==> src/logic/tfm_map.vh <==
`ifndef TFM_MAP_VH
`define TFM_MAP_VH
// register byte offsets on the apb side
`define TFM_CTRL_OFF 8'h00
`define TFM_FIELD_OFF 8'h04
`define TFM_VALUE_OFF 8'h08
`define TFM_CHECK_OFF 8'h0C
`define TFM_TEXT_OFF 8'h10
`define TFM_XSTAT_OFF 8'h14
`define TFM_CSTAT_OFF 8'h18
`define TFM_LEN_OFF 8'h1C
`define TFM_AVG_OFF 8'h20
// control command bits
`define TFM_CTRL_FMT_BIT 0
`define TFM_CTRL_SEND_BIT 1
`define TFM_CTRL_CLR_BIT 2
// field descriptor layout
`define TFM_FLD_WID_GIVEN_BIT 20
`define TFM_FLD_DEC_GIVEN_BIT 21
`define TFM_FLD_FMT_GIVEN_BIT 22
`define TFM_FLD_FIXED_BIT 23
`define TFM_FIELD_MASK 32'h00F3FFFF
// text append layout
`define TFM_TEXT_HEX_BIT 16
// defaults for omitted parameters
`define TFM_DEF_WIDTH 4'h3
`define TFM_DEF_DEC 4'h0
`define TFM_DEF_FMT 2'h0
`define TFM_CHECK_IDX 8'h18
// extended status bit positions
`define TFM_XS_FAULT 0
`define TFM_XS_HCRIT 1
`define TFM_XS_HON 2
`define TFM_XS_STATIC 4
`define TFM_XS_FILL_LO 8
`define TFM_XS_RESTART 13
// timing
`define TFM_CLK_NS 100
`define TFM_SEC_NS 1000000000
`define TFM_SEC_CYCLES 24'h989680
`define TFM_NOVAL_S 4'hA
`define TFM_AVG_LIMIT_S 16'h000A
`define TFM_STATIC_S 7'h3C
// telegram buffer
`define TFM_BUF_DEPTH 7'h40
`define TFM_BUF_AW 6
`endif

==> src/logic/tfm_char_mem.v <==
`timescale 1ns/1ps
// telegram character buffer, one write port, one registered read port
module tfm_char_mem (
	clk_sys,
	wr_en,
	wr_addr,
	wr_data,
	rd_addr,
	rd_data
);
	input wire clk_sys;
	input wire wr_en;
	input wire [5:0] wr_addr;
	input wire [7:0] wr_data;
	input wire [5:0] rd_addr;
	output reg [7:0] rd_data;
	reg [7:0] mem [0:63]; // character storage, no reset needed
	// write and registered read; read of a location being written returns old data
	always @(posedge clk_sys) begin
		if (wr_en) begin
			mem[wr_addr] <= wr_data;
		end
		rd_data <= mem[rd_addr];
	end
endmodule // tfm_char_mem

==> src/logic/tfm_formatter.v <==
// The placing of the registers and register access over APB are this design's own decisions.
`timescale 1ns/1ps
`include "tfm_map.vh"
// Summary of operation
// - integer field, no point, optional sign/hex
// - format code: bit0 signed, bit1 hex
// - emitted width equals width, sign included
// - omitted integer width 3, format 0
// - fixed-point adds decimal places parameter
// - fraction digits; point and sign counted
// - omitted fixed-point: width 3, 0, 0
// - index 24 makes XOR check field
// - positions from zero, start included
// - end position excluded, half-open range
// - short averaging: no value 10 s faults
// - long averaging: under half buffer faults
// - bit1 heat criterion, bit2 heater on
// - bit4 when fault exceeds one minute
// - bits 8-11 fill level in sixteenths
// - restart flag cleared by first telegram
// - condensed status derived from extended word
// - literal char given as two hex digits
module tfm_formatter #(
	parameter [23:0] SEC_CYCLES = `TFM_SEC_CYCLES
) (
	clk_sys,
	reset_n,
	psel,
	penable,
	pwrite,
	paddr,
	pwdata,
	prdata,
	pready,
	pslverr,
	new_value_pin,
	heat_crit_pin,
	heat_on_pin,
	tx_ready,
	tx_data,
	tx_valid
);
	input wire clk_sys;
	input wire reset_n; // synchronous, active low
	input wire psel;
	input wire penable;
	input wire pwrite;
	input wire [7:0] paddr;
	input wire [31:0] pwdata;
	output reg [31:0] prdata;
	output reg pready;
	output reg pslverr;
	input wire new_value_pin; // toggles high when a measurement completes
	input wire heat_crit_pin;
	input wire heat_on_pin;
	input wire tx_ready; // serial side accepts a character
	output reg [7:0] tx_data;
	output reg tx_valid;

	localparam S_IDLE = 5'b00001;
	localparam S_SCAN = 5'b00010;
	localparam S_CONV = 5'b00100;
	localparam S_EMIT = 5'b01000;
	localparam S_SEND = 5'b10000;

	reg [4:0] st_r; // engine state
	reg [31:0] field_r; // field descriptor
	reg [31:0] value_r; // measured value to render
	reg [14:0] check_r; // start [5:0], end [14:8]
	reg [31:0] avg_r; // averaging time [15:0], fill count [31:16]
	reg [6:0] len_r; // characters in telegram buffer
	reg [6:0] idx_r; // scan / send position
	reg pend_r; // read data due this cycle
	reg [7:0] xacc_r; // running xor
	reg [31:0] mag_r; // magnitude being digitised
	reg neg_r; // value negative
	reg [3:0] cnt_r; // character counter
	reg [3:0] wid_r;
	reg [3:0] dec_r;
	reg [1:0] fmt_r;
	reg fixed_r;
	reg load_r; // send read in flight
	reg restart_r; // restart flag
	reg [7:0] scr_r [0:15]; // rendered field, left to right
	reg [2:0] sync1_r; // pin synchroniser first stage
	reg [2:0] sync2_r; // pin synchroniser second stage
	reg nv_prev_r; // new value edge detect
	reg [23:0] sec_cnt_r; // one-second divider
	reg sec_tick_r; // one-cycle second enable
	reg [3:0] nv_sec_r; // seconds since last value
	reg [6:0] st_sec_r; // seconds in fault
	reg fault_r;
	reg static_r;
	reg [3:0] fill_r;
	reg [3:0] fill_nxt;
	integer k;

	wire [7:0] rd_data; // buffer read data
	wire acc = psel & penable; // apb access phase
	wire wr_take = acc & pready & pwrite; // write commits at completion edge
	wire idle = st_r[0];
	wire new_val = sync2_r[0] & ~nv_prev_r;
	wire [15:0] avg_time = avg_r[15:0];
	wire [15:0] avg_cnt = avg_r[31:16];

	// resolve omitted parameters to their defaults
	wire [3:0] eff_wid = field_r[`TFM_FLD_WID_GIVEN_BIT] ? field_r[11:8] : `TFM_DEF_WIDTH;
	wire [3:0] eff_dec = field_r[`TFM_FLD_DEC_GIVEN_BIT] ? field_r[15:12] : `TFM_DEF_DEC;
	wire [1:0] eff_fmt = field_r[`TFM_FLD_FMT_GIVEN_BIT] ? field_r[17:16] : `TFM_DEF_FMT;
	wire is_check = (field_r[7:0] == `TFM_CHECK_IDX);

	// text append, optionally from two ascii hex digits
	function [3:0] hex_val;
		input [7:0] c;
		begin
			if (c >= 8'h30 && c <= 8'h39) hex_val = c[3:0];
			else if ((c >= 8'h41 && c <= 8'h46) || (c >= 8'h61 && c <= 8'h66)) hex_val = c[3:0] + 4'h9;
			else hex_val = 4'h0;
		end
	endfunction
	wire [7:0] text_chr = pwdata[`TFM_TEXT_HEX_BIT] ?
		{hex_val(pwdata[15:8]), hex_val(pwdata[7:0])} : pwdata[7:0];
	wire room = (len_r < `TFM_BUF_DEPTH); // full buffer drops characters
	wire text_we = wr_take && paddr == `TFM_TEXT_OFF && idle && room;
	wire emit_we = st_r[3] && (cnt_r != wid_r) && room;
	wire mem_we = text_we | emit_we;
	wire [7:0] mem_wd = text_we ? text_chr : scr_r[cnt_r];

	tfm_char_mem u_mem (
		.clk_sys(clk_sys),
		.wr_en(mem_we),
		.wr_addr(len_r[5:0]),
		.wr_data(mem_wd),
		.rd_addr(idx_r[5:0]),
		.rd_data(rd_data)
	);

	// digit generation for the current position
	wire [3:0] pos = wid_r - 4'h1 - cnt_r; // filled right to left
	wire [3:0] pt_pos = wid_r - 4'h1 - dec_r;
	wire [31:0] dec_q = mag_r / 32'h0000000A;
	wire [31:0] dec_m = mag_r - dec_q * 32'h0000000A;
	wire [3:0] dig = fmt_r[1] ? mag_r[3:0] : dec_m[3:0];
	wire [7:0] dig_chr = (dig < 4'hA) ? {4'h3, dig} : {4'h0, dig} + 8'h37;
	wire is_pt = fixed_r && dec_r != 4'h0 && dec_r < wid_r && pos == pt_pos;
	wire is_sign = fmt_r[0] && pos == 4'h0;
	wire [7:0] conv_chr = is_pt ? 8'h2E : is_sign ? (neg_r ? 8'h2D : 8'h2B) : dig_chr;

	// rendered field scratch, written one position per cycle
	always @(posedge clk_sys) begin
		if (st_r[2] && cnt_r != wid_r) begin
			scr_r[pos] <= conv_chr;
		end
	end

	// two-flop synchronisers for the pins, then edge detect
	always @(posedge clk_sys) begin
		if (!reset_n) begin
			sync1_r <= 3'h0;
			sync2_r <= 3'h0;
			nv_prev_r <= 1'b0;
		end else begin
			sync1_r <= {heat_on_pin, heat_crit_pin, new_value_pin};
			sync2_r <= sync1_r;
			nv_prev_r <= sync2_r[0];
		end
	end

	// one-second enable divider
	always @(posedge clk_sys) begin
		if (!reset_n) begin
			sec_cnt_r <= 24'h0;
			sec_tick_r <= 1'b0;
		end else if (sec_cnt_r == SEC_CYCLES - 24'h1) begin
			sec_cnt_r <= 24'h0;
			sec_tick_r <= 1'b1;
		end else begin
			sec_cnt_r <= sec_cnt_r + 24'h1;
			sec_tick_r <= 1'b0;
		end
	end

	// fill level: count of sixteenths strictly exceeded, upper bounds inclusive
	wire [14:0] over;
	genvar g;
	generate
		for (g = 1; g < 16; g = g + 1) begin : g_fill
			wire [31:0] bound = {16'h0, avg_time} * g;
			assign over[g-1] = ({12'h0, avg_cnt, 4'h0} > bound[31:0]) && avg_time != 16'h0;
		end
	endgenerate
	always @* begin
		fill_nxt = 4'h0;
		for (k = 0; k < 15; k = k + 1) begin
			fill_nxt = fill_nxt + {3'h0, over[k]};
		end
	end

	// malfunction supervision on the second enable
	always @(posedge clk_sys) begin
		if (!reset_n) begin
			nv_sec_r <= 4'h0;
			st_sec_r <= 7'h0;
			fault_r <= 1'b0;
			static_r <= 1'b0;
			fill_r <= 4'h0;
		end else begin
			fill_r <= fill_nxt;
			// saturating timer, restarted by each fresh value
			if (new_val) nv_sec_r <= 4'h0;
			else if (sec_tick_r && nv_sec_r != `TFM_NOVAL_S) nv_sec_r <= nv_sec_r + 4'h1;
			if (avg_time < `TFM_AVG_LIMIT_S) begin
				fault_r <= (nv_sec_r == `TFM_NOVAL_S);
			end else begin
				fault_r <= ({avg_cnt, 1'b0} < {1'b0, avg_time});
			end
			// a fault must outlast a full minute to become static
			if (!fault_r) st_sec_r <= 7'h0;
			else if (sec_tick_r && st_sec_r != 7'h7F) st_sec_r <= st_sec_r + 7'h1;
			static_r <= (st_sec_r > `TFM_STATIC_S);
		end
	end

	// status words; unlisted bits stay zero
	wire [31:0] xstat = {18'h0, restart_r, 1'b0, fill_r, 3'h0, static_r, 1'b0,
		sync2_r[2], sync2_r[1], fault_r};
	wire [15:0] cstat = {10'h0, xstat[`TFM_XS_STATIC], 1'b0,
		xstat[`TFM_XS_FILL_LO+3:`TFM_XS_FILL_LO+1], xstat[`TFM_XS_FAULT]};

	// apb slave: one wait state, read data captured in the first access cycle
	always @(posedge clk_sys) begin
		if (!reset_n) begin
			pready <= 1'b0;
			pslverr <= 1'b0;
			prdata <= 32'h0;
		end else begin
			pready <= acc & ~pready;
			pslverr <= 1'b0;
			if (acc && !pready) begin
				prdata <= 32'h0;
				if (paddr == `TFM_FIELD_OFF) begin
					prdata <= field_r;
				end else if (paddr == `TFM_VALUE_OFF) begin
					prdata <= value_r;
				end else if (paddr == `TFM_CHECK_OFF) begin
					prdata <= {17'h0, check_r};
				end else if (paddr == `TFM_XSTAT_OFF) begin
					prdata <= xstat;
				end else if (paddr == `TFM_CSTAT_OFF) begin
					prdata <= {16'h0, cstat};
				end else if (paddr == `TFM_LEN_OFF) begin
					prdata <= {23'h0, ~idle, 1'b0, len_r};
				end else if (paddr == `TFM_AVG_OFF) begin
					prdata <= avg_r;
				end else if (paddr != `TFM_CTRL_OFF && paddr != `TFM_TEXT_OFF) begin
					pslverr <= 1'b1; // unmapped address
				end
			end
		end
	end

	// configuration registers
	always @(posedge clk_sys) begin
		if (!reset_n) begin
			field_r <= 32'h0;
			value_r <= 32'h0;
			check_r <= 15'h0;
			avg_r <= 32'h0;
		end else if (wr_take) begin
			if (paddr == `TFM_FIELD_OFF) begin
				field_r <= pwdata & `TFM_FIELD_MASK;
			end else if (paddr == `TFM_VALUE_OFF) begin
				value_r <= pwdata;
			end else if (paddr == `TFM_CHECK_OFF) begin
				check_r <= {pwdata[14:8], 2'h0, pwdata[5:0]};
			end else if (paddr == `TFM_AVG_OFF) begin
				avg_r <= pwdata;
			end
		end
	end

	// formatting and send engine
	always @(posedge clk_sys) begin
		if (!reset_n) begin
			st_r <= S_IDLE;
			len_r <= 7'h0;
			idx_r <= 7'h0;
			pend_r <= 1'b0;
			xacc_r <= 8'h0;
			mag_r <= 32'h0;
			neg_r <= 1'b0;
			cnt_r <= 4'h0;
			wid_r <= 4'h0;
			dec_r <= 4'h0;
			fmt_r <= 2'h0;
			fixed_r <= 1'b0;
			load_r <= 1'b0;
			restart_r <= 1'b1;
			tx_data <= 8'h0;
			tx_valid <= 1'b0;
		end else begin
			case (st_r)
				S_IDLE: begin
					if (text_we) begin
						len_r <= len_r + 7'h1;
					end
					if (wr_take && paddr == `TFM_CTRL_OFF) begin
						// commands are only honoured while idle
						if (pwdata[`TFM_CTRL_CLR_BIT]) begin
							len_r <= 7'h0;
						end else if (pwdata[`TFM_CTRL_FMT_BIT]) begin
							wid_r <= eff_wid;
							dec_r <= is_check ? `TFM_DEF_DEC : eff_dec;
							fmt_r <= eff_fmt;
							fixed_r <= field_r[`TFM_FLD_FIXED_BIT] & ~is_check;
							cnt_r <= 4'h0;
							if (is_check) begin
								idx_r <= {1'b0, check_r[5:0]};
								xacc_r <= 8'h0;
								pend_r <= 1'b0;
								st_r <= S_SCAN;
							end else begin
								// unsigned formats show the raw bits
								neg_r <= eff_fmt[0] & value_r[31];
								mag_r <= (eff_fmt[0] && value_r[31]) ? (32'h0 - value_r) : value_r;
								st_r <= S_CONV;
							end
						end else if (pwdata[`TFM_CTRL_SEND_BIT]) begin
							idx_r <= 7'h0;
							load_r <= 1'b0;
							st_r <= S_SEND;
						end
					end
				end
				S_SCAN: begin
					if (pend_r) xacc_r <= xacc_r ^ rd_data;
					if (idx_r < check_r[14:8]) begin
						idx_r <= idx_r + 7'h1;
						pend_r <= 1'b1;
					end else begin
						pend_r <= 1'b0;
						if (!pend_r) begin
							neg_r <= 1'b0;
							mag_r <= {24'h0, xacc_r};
							st_r <= S_CONV;
						end
					end
				end
				S_CONV: begin
					if (cnt_r == wid_r) begin
						cnt_r <= 4'h0;
						st_r <= S_EMIT;
					end else begin
						cnt_r <= cnt_r + 4'h1;
						if (!is_pt && !is_sign) begin
							mag_r <= fmt_r[1] ? {4'h0, mag_r[31:4]} : dec_q;
						end
					end
				end
				S_EMIT: begin
					if (cnt_r == wid_r) begin
						st_r <= S_IDLE;
					end else begin
						cnt_r <= cnt_r + 4'h1;
						if (room) len_r <= len_r + 7'h1;
					end
				end
				S_SEND: begin
					if (tx_valid) begin
						if (tx_ready) tx_valid <= 1'b0;
					end else if (load_r) begin
						tx_data <= rd_data;
						tx_valid <= 1'b1;
						load_r <= 1'b0;
						idx_r <= idx_r + 7'h1;
					end else if (idx_r < len_r) begin
						load_r <= 1'b1;
					end else begin
						restart_r <= 1'b0;
						st_r <= S_IDLE;
					end
				end
				default: begin
					st_r <= S_IDLE;
				end
			endcase
		end
	end
endmodule // tfm_formatter

==> config.mk <==
export PLATFORM = sky130hd
export DESIGN_NAME = tfm_formatter
export DESIGN_NICKNAME = d
export VERILOG_FILES = /design/src/logic/tfm_char_mem.v /design/src/logic/tfm_formatter.v
export VERILOG_INCLUDE_DIRS = /design/src /design/src/logic
export SDC_FILE = /design/constraint.sdc
export NUM_CORES = 2
export LEC_CHECK = 0
export BUFFER_PORTS_ARGS = -buffer_cell sky130_fd_sc_hd__buf_2
export CAP_MARGIN = 25
export CELL_PAD_IN_SITES_DETAIL_PLACEMENT = 0
export CELL_PAD_IN_SITES_GLOBAL_PLACEMENT = 1
export CORE_MARGIN = 3
export CORE_UTILIZATION = 33
export CTS_BUF_LIST = sky130_fd_sc_hd__clkbuf_16
export CTS_CLUSTER_DIAMETER = 150
export CTS_CLUSTER_SIZE = 12
export DETAILED_ROUTE_END_ITERATION = 12
export GPL_TIMING_DRIVEN = 0
export PLACE_DENSITY = 0.63
export SYNTH_ARGS = -nofsm -noshare
export SYNTH_HDL_FRONTEND = slang
export SYNTH_HIERARCHICAL = 1
export SYNTH_SLANG_ARGS = --single-unit
export TNS_END_PERCENT = 30
==> constraint.sdc <==
create_clock -name clk_sys -period 25.2 [get_ports clk_sys]
set_input_delay 5.04 -clock clk_sys [delete_from_list [all_inputs] [get_ports clk_sys]]
set_output_delay 5.04 -clock clk_sys [all_outputs]
set_load 0.01 [all_outputs]
==> flow_results.org <==
** Placed design
- The congestion estimate from routability-driven global placement came to approximately 0.93.
- Detailed placement finished with a half-perimeter wire length of between 100 and 150 mm.
- Including well taps, the total number of placed cells is approximately 7200.
- Setup slack after placement :: roughly 8900 ps
- PortBufs :: 91

** Timing
- Setup clock skew after layout :: 65.6 ps
- Setup repair after global routing missed its margin :: no
- The number of slew-limit violations in the final report came to 0.
- Setup total negative slack :: 0 ps
- The worst pin sits at a relative slew slack of 0.231.
- Dividing the final minimum period by the clock period gives 0.639.
- The number of hold violations in the final report came to 0.
- After layout, the minimum clock period comes to between 15000 and 20000 ps.
- Timing would allow up to between 60 and 70 MHz.
- Final number of setup-violating endpoints :: 0
- For the pin with the worst max-slew slack, the measured transition is 1150 ps.
- PnR worst setup slack :: just over 9000 ps

** Synthesis
- The synthesized design contains roughly 620 enable-type register cells.
- Counting instances in the post-synthesis netlist gives the leading cell types as sky130_fd_sc_hd__edfxtp_1 (624), sky130_fd_sc_hd__ha_1 (418), sky130_fd_sc_hd__nand2_1 (412), sky130_fd_sc_hd__a21oi_1 (382), sky130_fd_sc_hd__nor2_1 (344).
- Number of standard cells after synthesis :: slightly below 5000
- Cell accounting for the most synthesized area :: sky130_fd_sc_hd__edfxtp_1
- Seq/Total Area, Yosys :: 0.452
- Synthesis produced a netlist with a net count of between 5000 and 6000.
- Top cells by area in the synthesized netlist :: sky130_fd_sc_hd__edfxtp_1 (35%), sky130_fd_sc_hd__dfxtp_1 (10%), sky130_fd_sc_hd__ha_1 (9.7%)
- In the post-synthesis netlist, the cell with the most instances is sky130_fd_sc_hd__edfxtp_1.
- After synthesis the cells add up to between 50000 and 60000 sq um.
- Share of async-settable or async-resettable flops after synthesis :: 0
- During synthesis, Yosys emitted a total of 6 warnings.
- Syn Area/Cell :: ~11 sq um
- Counting flops and latches in the post-synthesis netlist gives a little over 900.
- Of the post-synthesis cell area, the dominant cell type holds 0.348.
- The synthesized netlist contains 127 unique library cells.
- In the synthesized netlist the dominant register cell turns out to be sky130_fd_sc_hd__edfxtp_1.

** Critical path
- Counting stages on the worst path, the most repeated cell is sky130_fd_sc_hd__nor2_1.
- Of all nets on the critical path, the largest fanout is 17.
- The worst setup path is captured at a flip-flop.
- STA classifies the critical path startpoint as a flip-flop.
- Setup CP Type :: reg -> reg
- Crit Reg-Reg Startpoint :: mag_r[27]
- Setup slack on the worst reg-to-reg path comes out at 9110 ps.
- For the worst setup path, the data arrival time is 16620 ps.
- Worst Path Required :: roughly 26000 ps
- For this design, the slowest cell found on the critical path is sky130_fd_sc_hd__nor4_2.
- Slowest Stage Delay on Critical Path :: 750 ps
- Measured in cells, the most critical reg-to-reg path has a length of 58.
- The worst register-to-register path ends at scr_r[4][6].

** Floorplanning
- The core region is ~160000 sq um.
- Measured along the y axis, the die boundary spans 410 um.
- Placement Rows :: roughly 150
- 92 I/O pins were placed.
- Die Span X :: between 400 and 500 um
- Total die area :: 168000 sq um
- For this configuration, the core starts out at a cell density of 0.334.

** Clocking
- Number of sinks handled by clock tree synthesis :: 905
- TritonCTS built the clock tree.
- Resized Gates After CTS :: 0
- In this run, post-CTS hold repair placed 0 buffers.
- The tree is rooted in a sky130_fd_sc_hd__clkbuf_16.
- The number of setup buffers added after CTS is 0.
- Clock-pin slew was measured on the worst setup and hold paths at about 70 ps.
- The clock passes through at most 3 buffers.
- Count of H-tree levels built during CTS :: 3
- The later pin in the worst-skew pair is clocked with a latency of 730 ps.
- Num CTS Buffers :: 86

** Detailed routing
- For this block, the initial DRC count from the detailed router was 4115.
- Remaining design rule violation count :: 0
- Avg WL per Cell :: around 25 um
- Router iterations before antenna repair :: 7
- Summed over all layers, the routed wires come to approximately 180 mm.
- Routed vias/inst :: 5.58
- The final route contains between 40000 and 50000 vias.
- Antenna-violating nets left :: 0

** Cells and area
- Counting the fill cells in the layout gives about 16000.
- For this run, the number of standard cells in the final layout without fillers is between 7000 and 8000.
- Layout cells sized above 1 :: 0.105
- Measured on the finished design, the core utilization comes to 0.376.
- The final layout contains approximately 5700 nets.
- Synth-to-Final Area Change :: 12.5%

** GRT
- The number of global-route vias before repair was approximately 39000.
- Across every metal layer, demand over resource in global routing totals 0.210.
- Remaining Overflow, GRT :: 0
- Wire length of the first global-routing pass :: 265 mm
- The initial antenna violation count was 22.
- Entering global routing, the biggest net connects between 40 and 50 pins.

** Run status
- The flow ran to the end, and the final reports show no timing, DRC or antenna violations.

** Hold path
- Worst hold path stage count :: 2
- The worst hold path belongs to the class reg -> reg.
- The startpoint identified for the worst hold timing path is sync2_r[0].
- For hold timing, the worst endpoint is nv_prev_r.

** Flow run
- Number of max-cap violations :: 0
## sequential cells by signal, summed over array words and instances (netlist names), 13 cells and up, named ones only
signal and flops:
avg_r 32, check_r 13, field_r 22, mag_r 32, prdata 32, scr_r 112, sec_cnt_r 24, u_mem/mem 512
value_r 32
## final cells by class
cell class,count,area (sq um),share of cell area
tap,2160,2700,0.0445
multi-input combinational,3498,27500,0.454
clock buffer,86,2150,0.0355
buffer,224,1020,0.0168
clock inverter,37,328,0.00540
antenna,10,25.0,0.000412
sequential,905,24400,0.402
timing repair buffer,141,1450,0.0239
inverter,295,1110,0.0183
## worst max-delay path: cells and delay by family (launching register included)
family / cells / cell delay (ps)
buf+inv: 7 / 1070
flops: 1 / 320
mux: 1 / 240
simple gates: 20 / 5100
compound gates: 26 / 7990
fa+ha+maj: 4 / 1140
## placed cells by master (no fill, tap or decap), drive strengths merged, types with 40 or more instances in the layout
| cell type | n |
|---|---|
| edfxtp | 624 |
| nand4 | 72 |
| a21oi | 384 |
| o21bai | 40 |
| nor2b | 60 |
| fa | 87 |
| clkbuf | 256 |
| mux4 | 137 |
| xor2 | 48 |
| mux2i | 76 |
| ha | 418 |
| a21o | 96 |
| nand3 | 139 |
| buf | 194 |
| nor2 | 344 |
| nor3 | 88 |
| inv | 322 |
| xnor2 | 129 |
| o21ai | 210 |
| dfxtp | 281 |
| a221oi | 47 |
| nand2 | 412 |
| a211oi | 60 |
| nand2b | 69 |
## how the worst max path moves through the flow
stage | from | endpoint | slack (ps) | cells past startpoint
3_5_place_dp | mag_r[27] | scr_r[6][6] | 8910 | 54
5_1_grt | mag_r[27] | scr_r[4][6] | 7790 | 58
4_1_cts | mag_r[27] | scr_r[4][6] | 8790 | 54
3_3_place_gp | mag_r[27] | scr_r[14][0] | 8840 | 53
6_report | mag_r[27] | scr_r[4][6] | 9110 | 58
2_1_floorplan | mag_r[27] | scr_r[0][0] | 12030 | 57
## stage by stage
step | hold WS [ps] | cell area [sq um]
2_1_floorplan | 405 | 53900
3_3_place_gp | 417 | 57100
3_5_place_dp | 422 | 58100
4_1_cts | 431 | 60600
5_1_grt | 464 | 60600
6_report | 428 | 60700
## cells by family after synthesis
logic type,count (synthesis),synth area share
flops,905,0.452
xor+xnor,177,0.0289
mux,229,0.0747
buf+inv,519,0.0394
fa+ha+maj,506,0.130
compound gates,1212,0.152
simple gates,1374,0.124
## layer usage
layer	track usage	vias to the layer above	share of wire
met4	0.0603	6	0.032
li1	-	19000	-
met2	0.336	1307	0.46
met1	0.293	20500	0.44
met3	0.0349	219	0.068
met5	0	-	0.00023
Power is not shown: default switching activity piles up to over one toggle a cycle in this logic, so the estimate is an artifact.
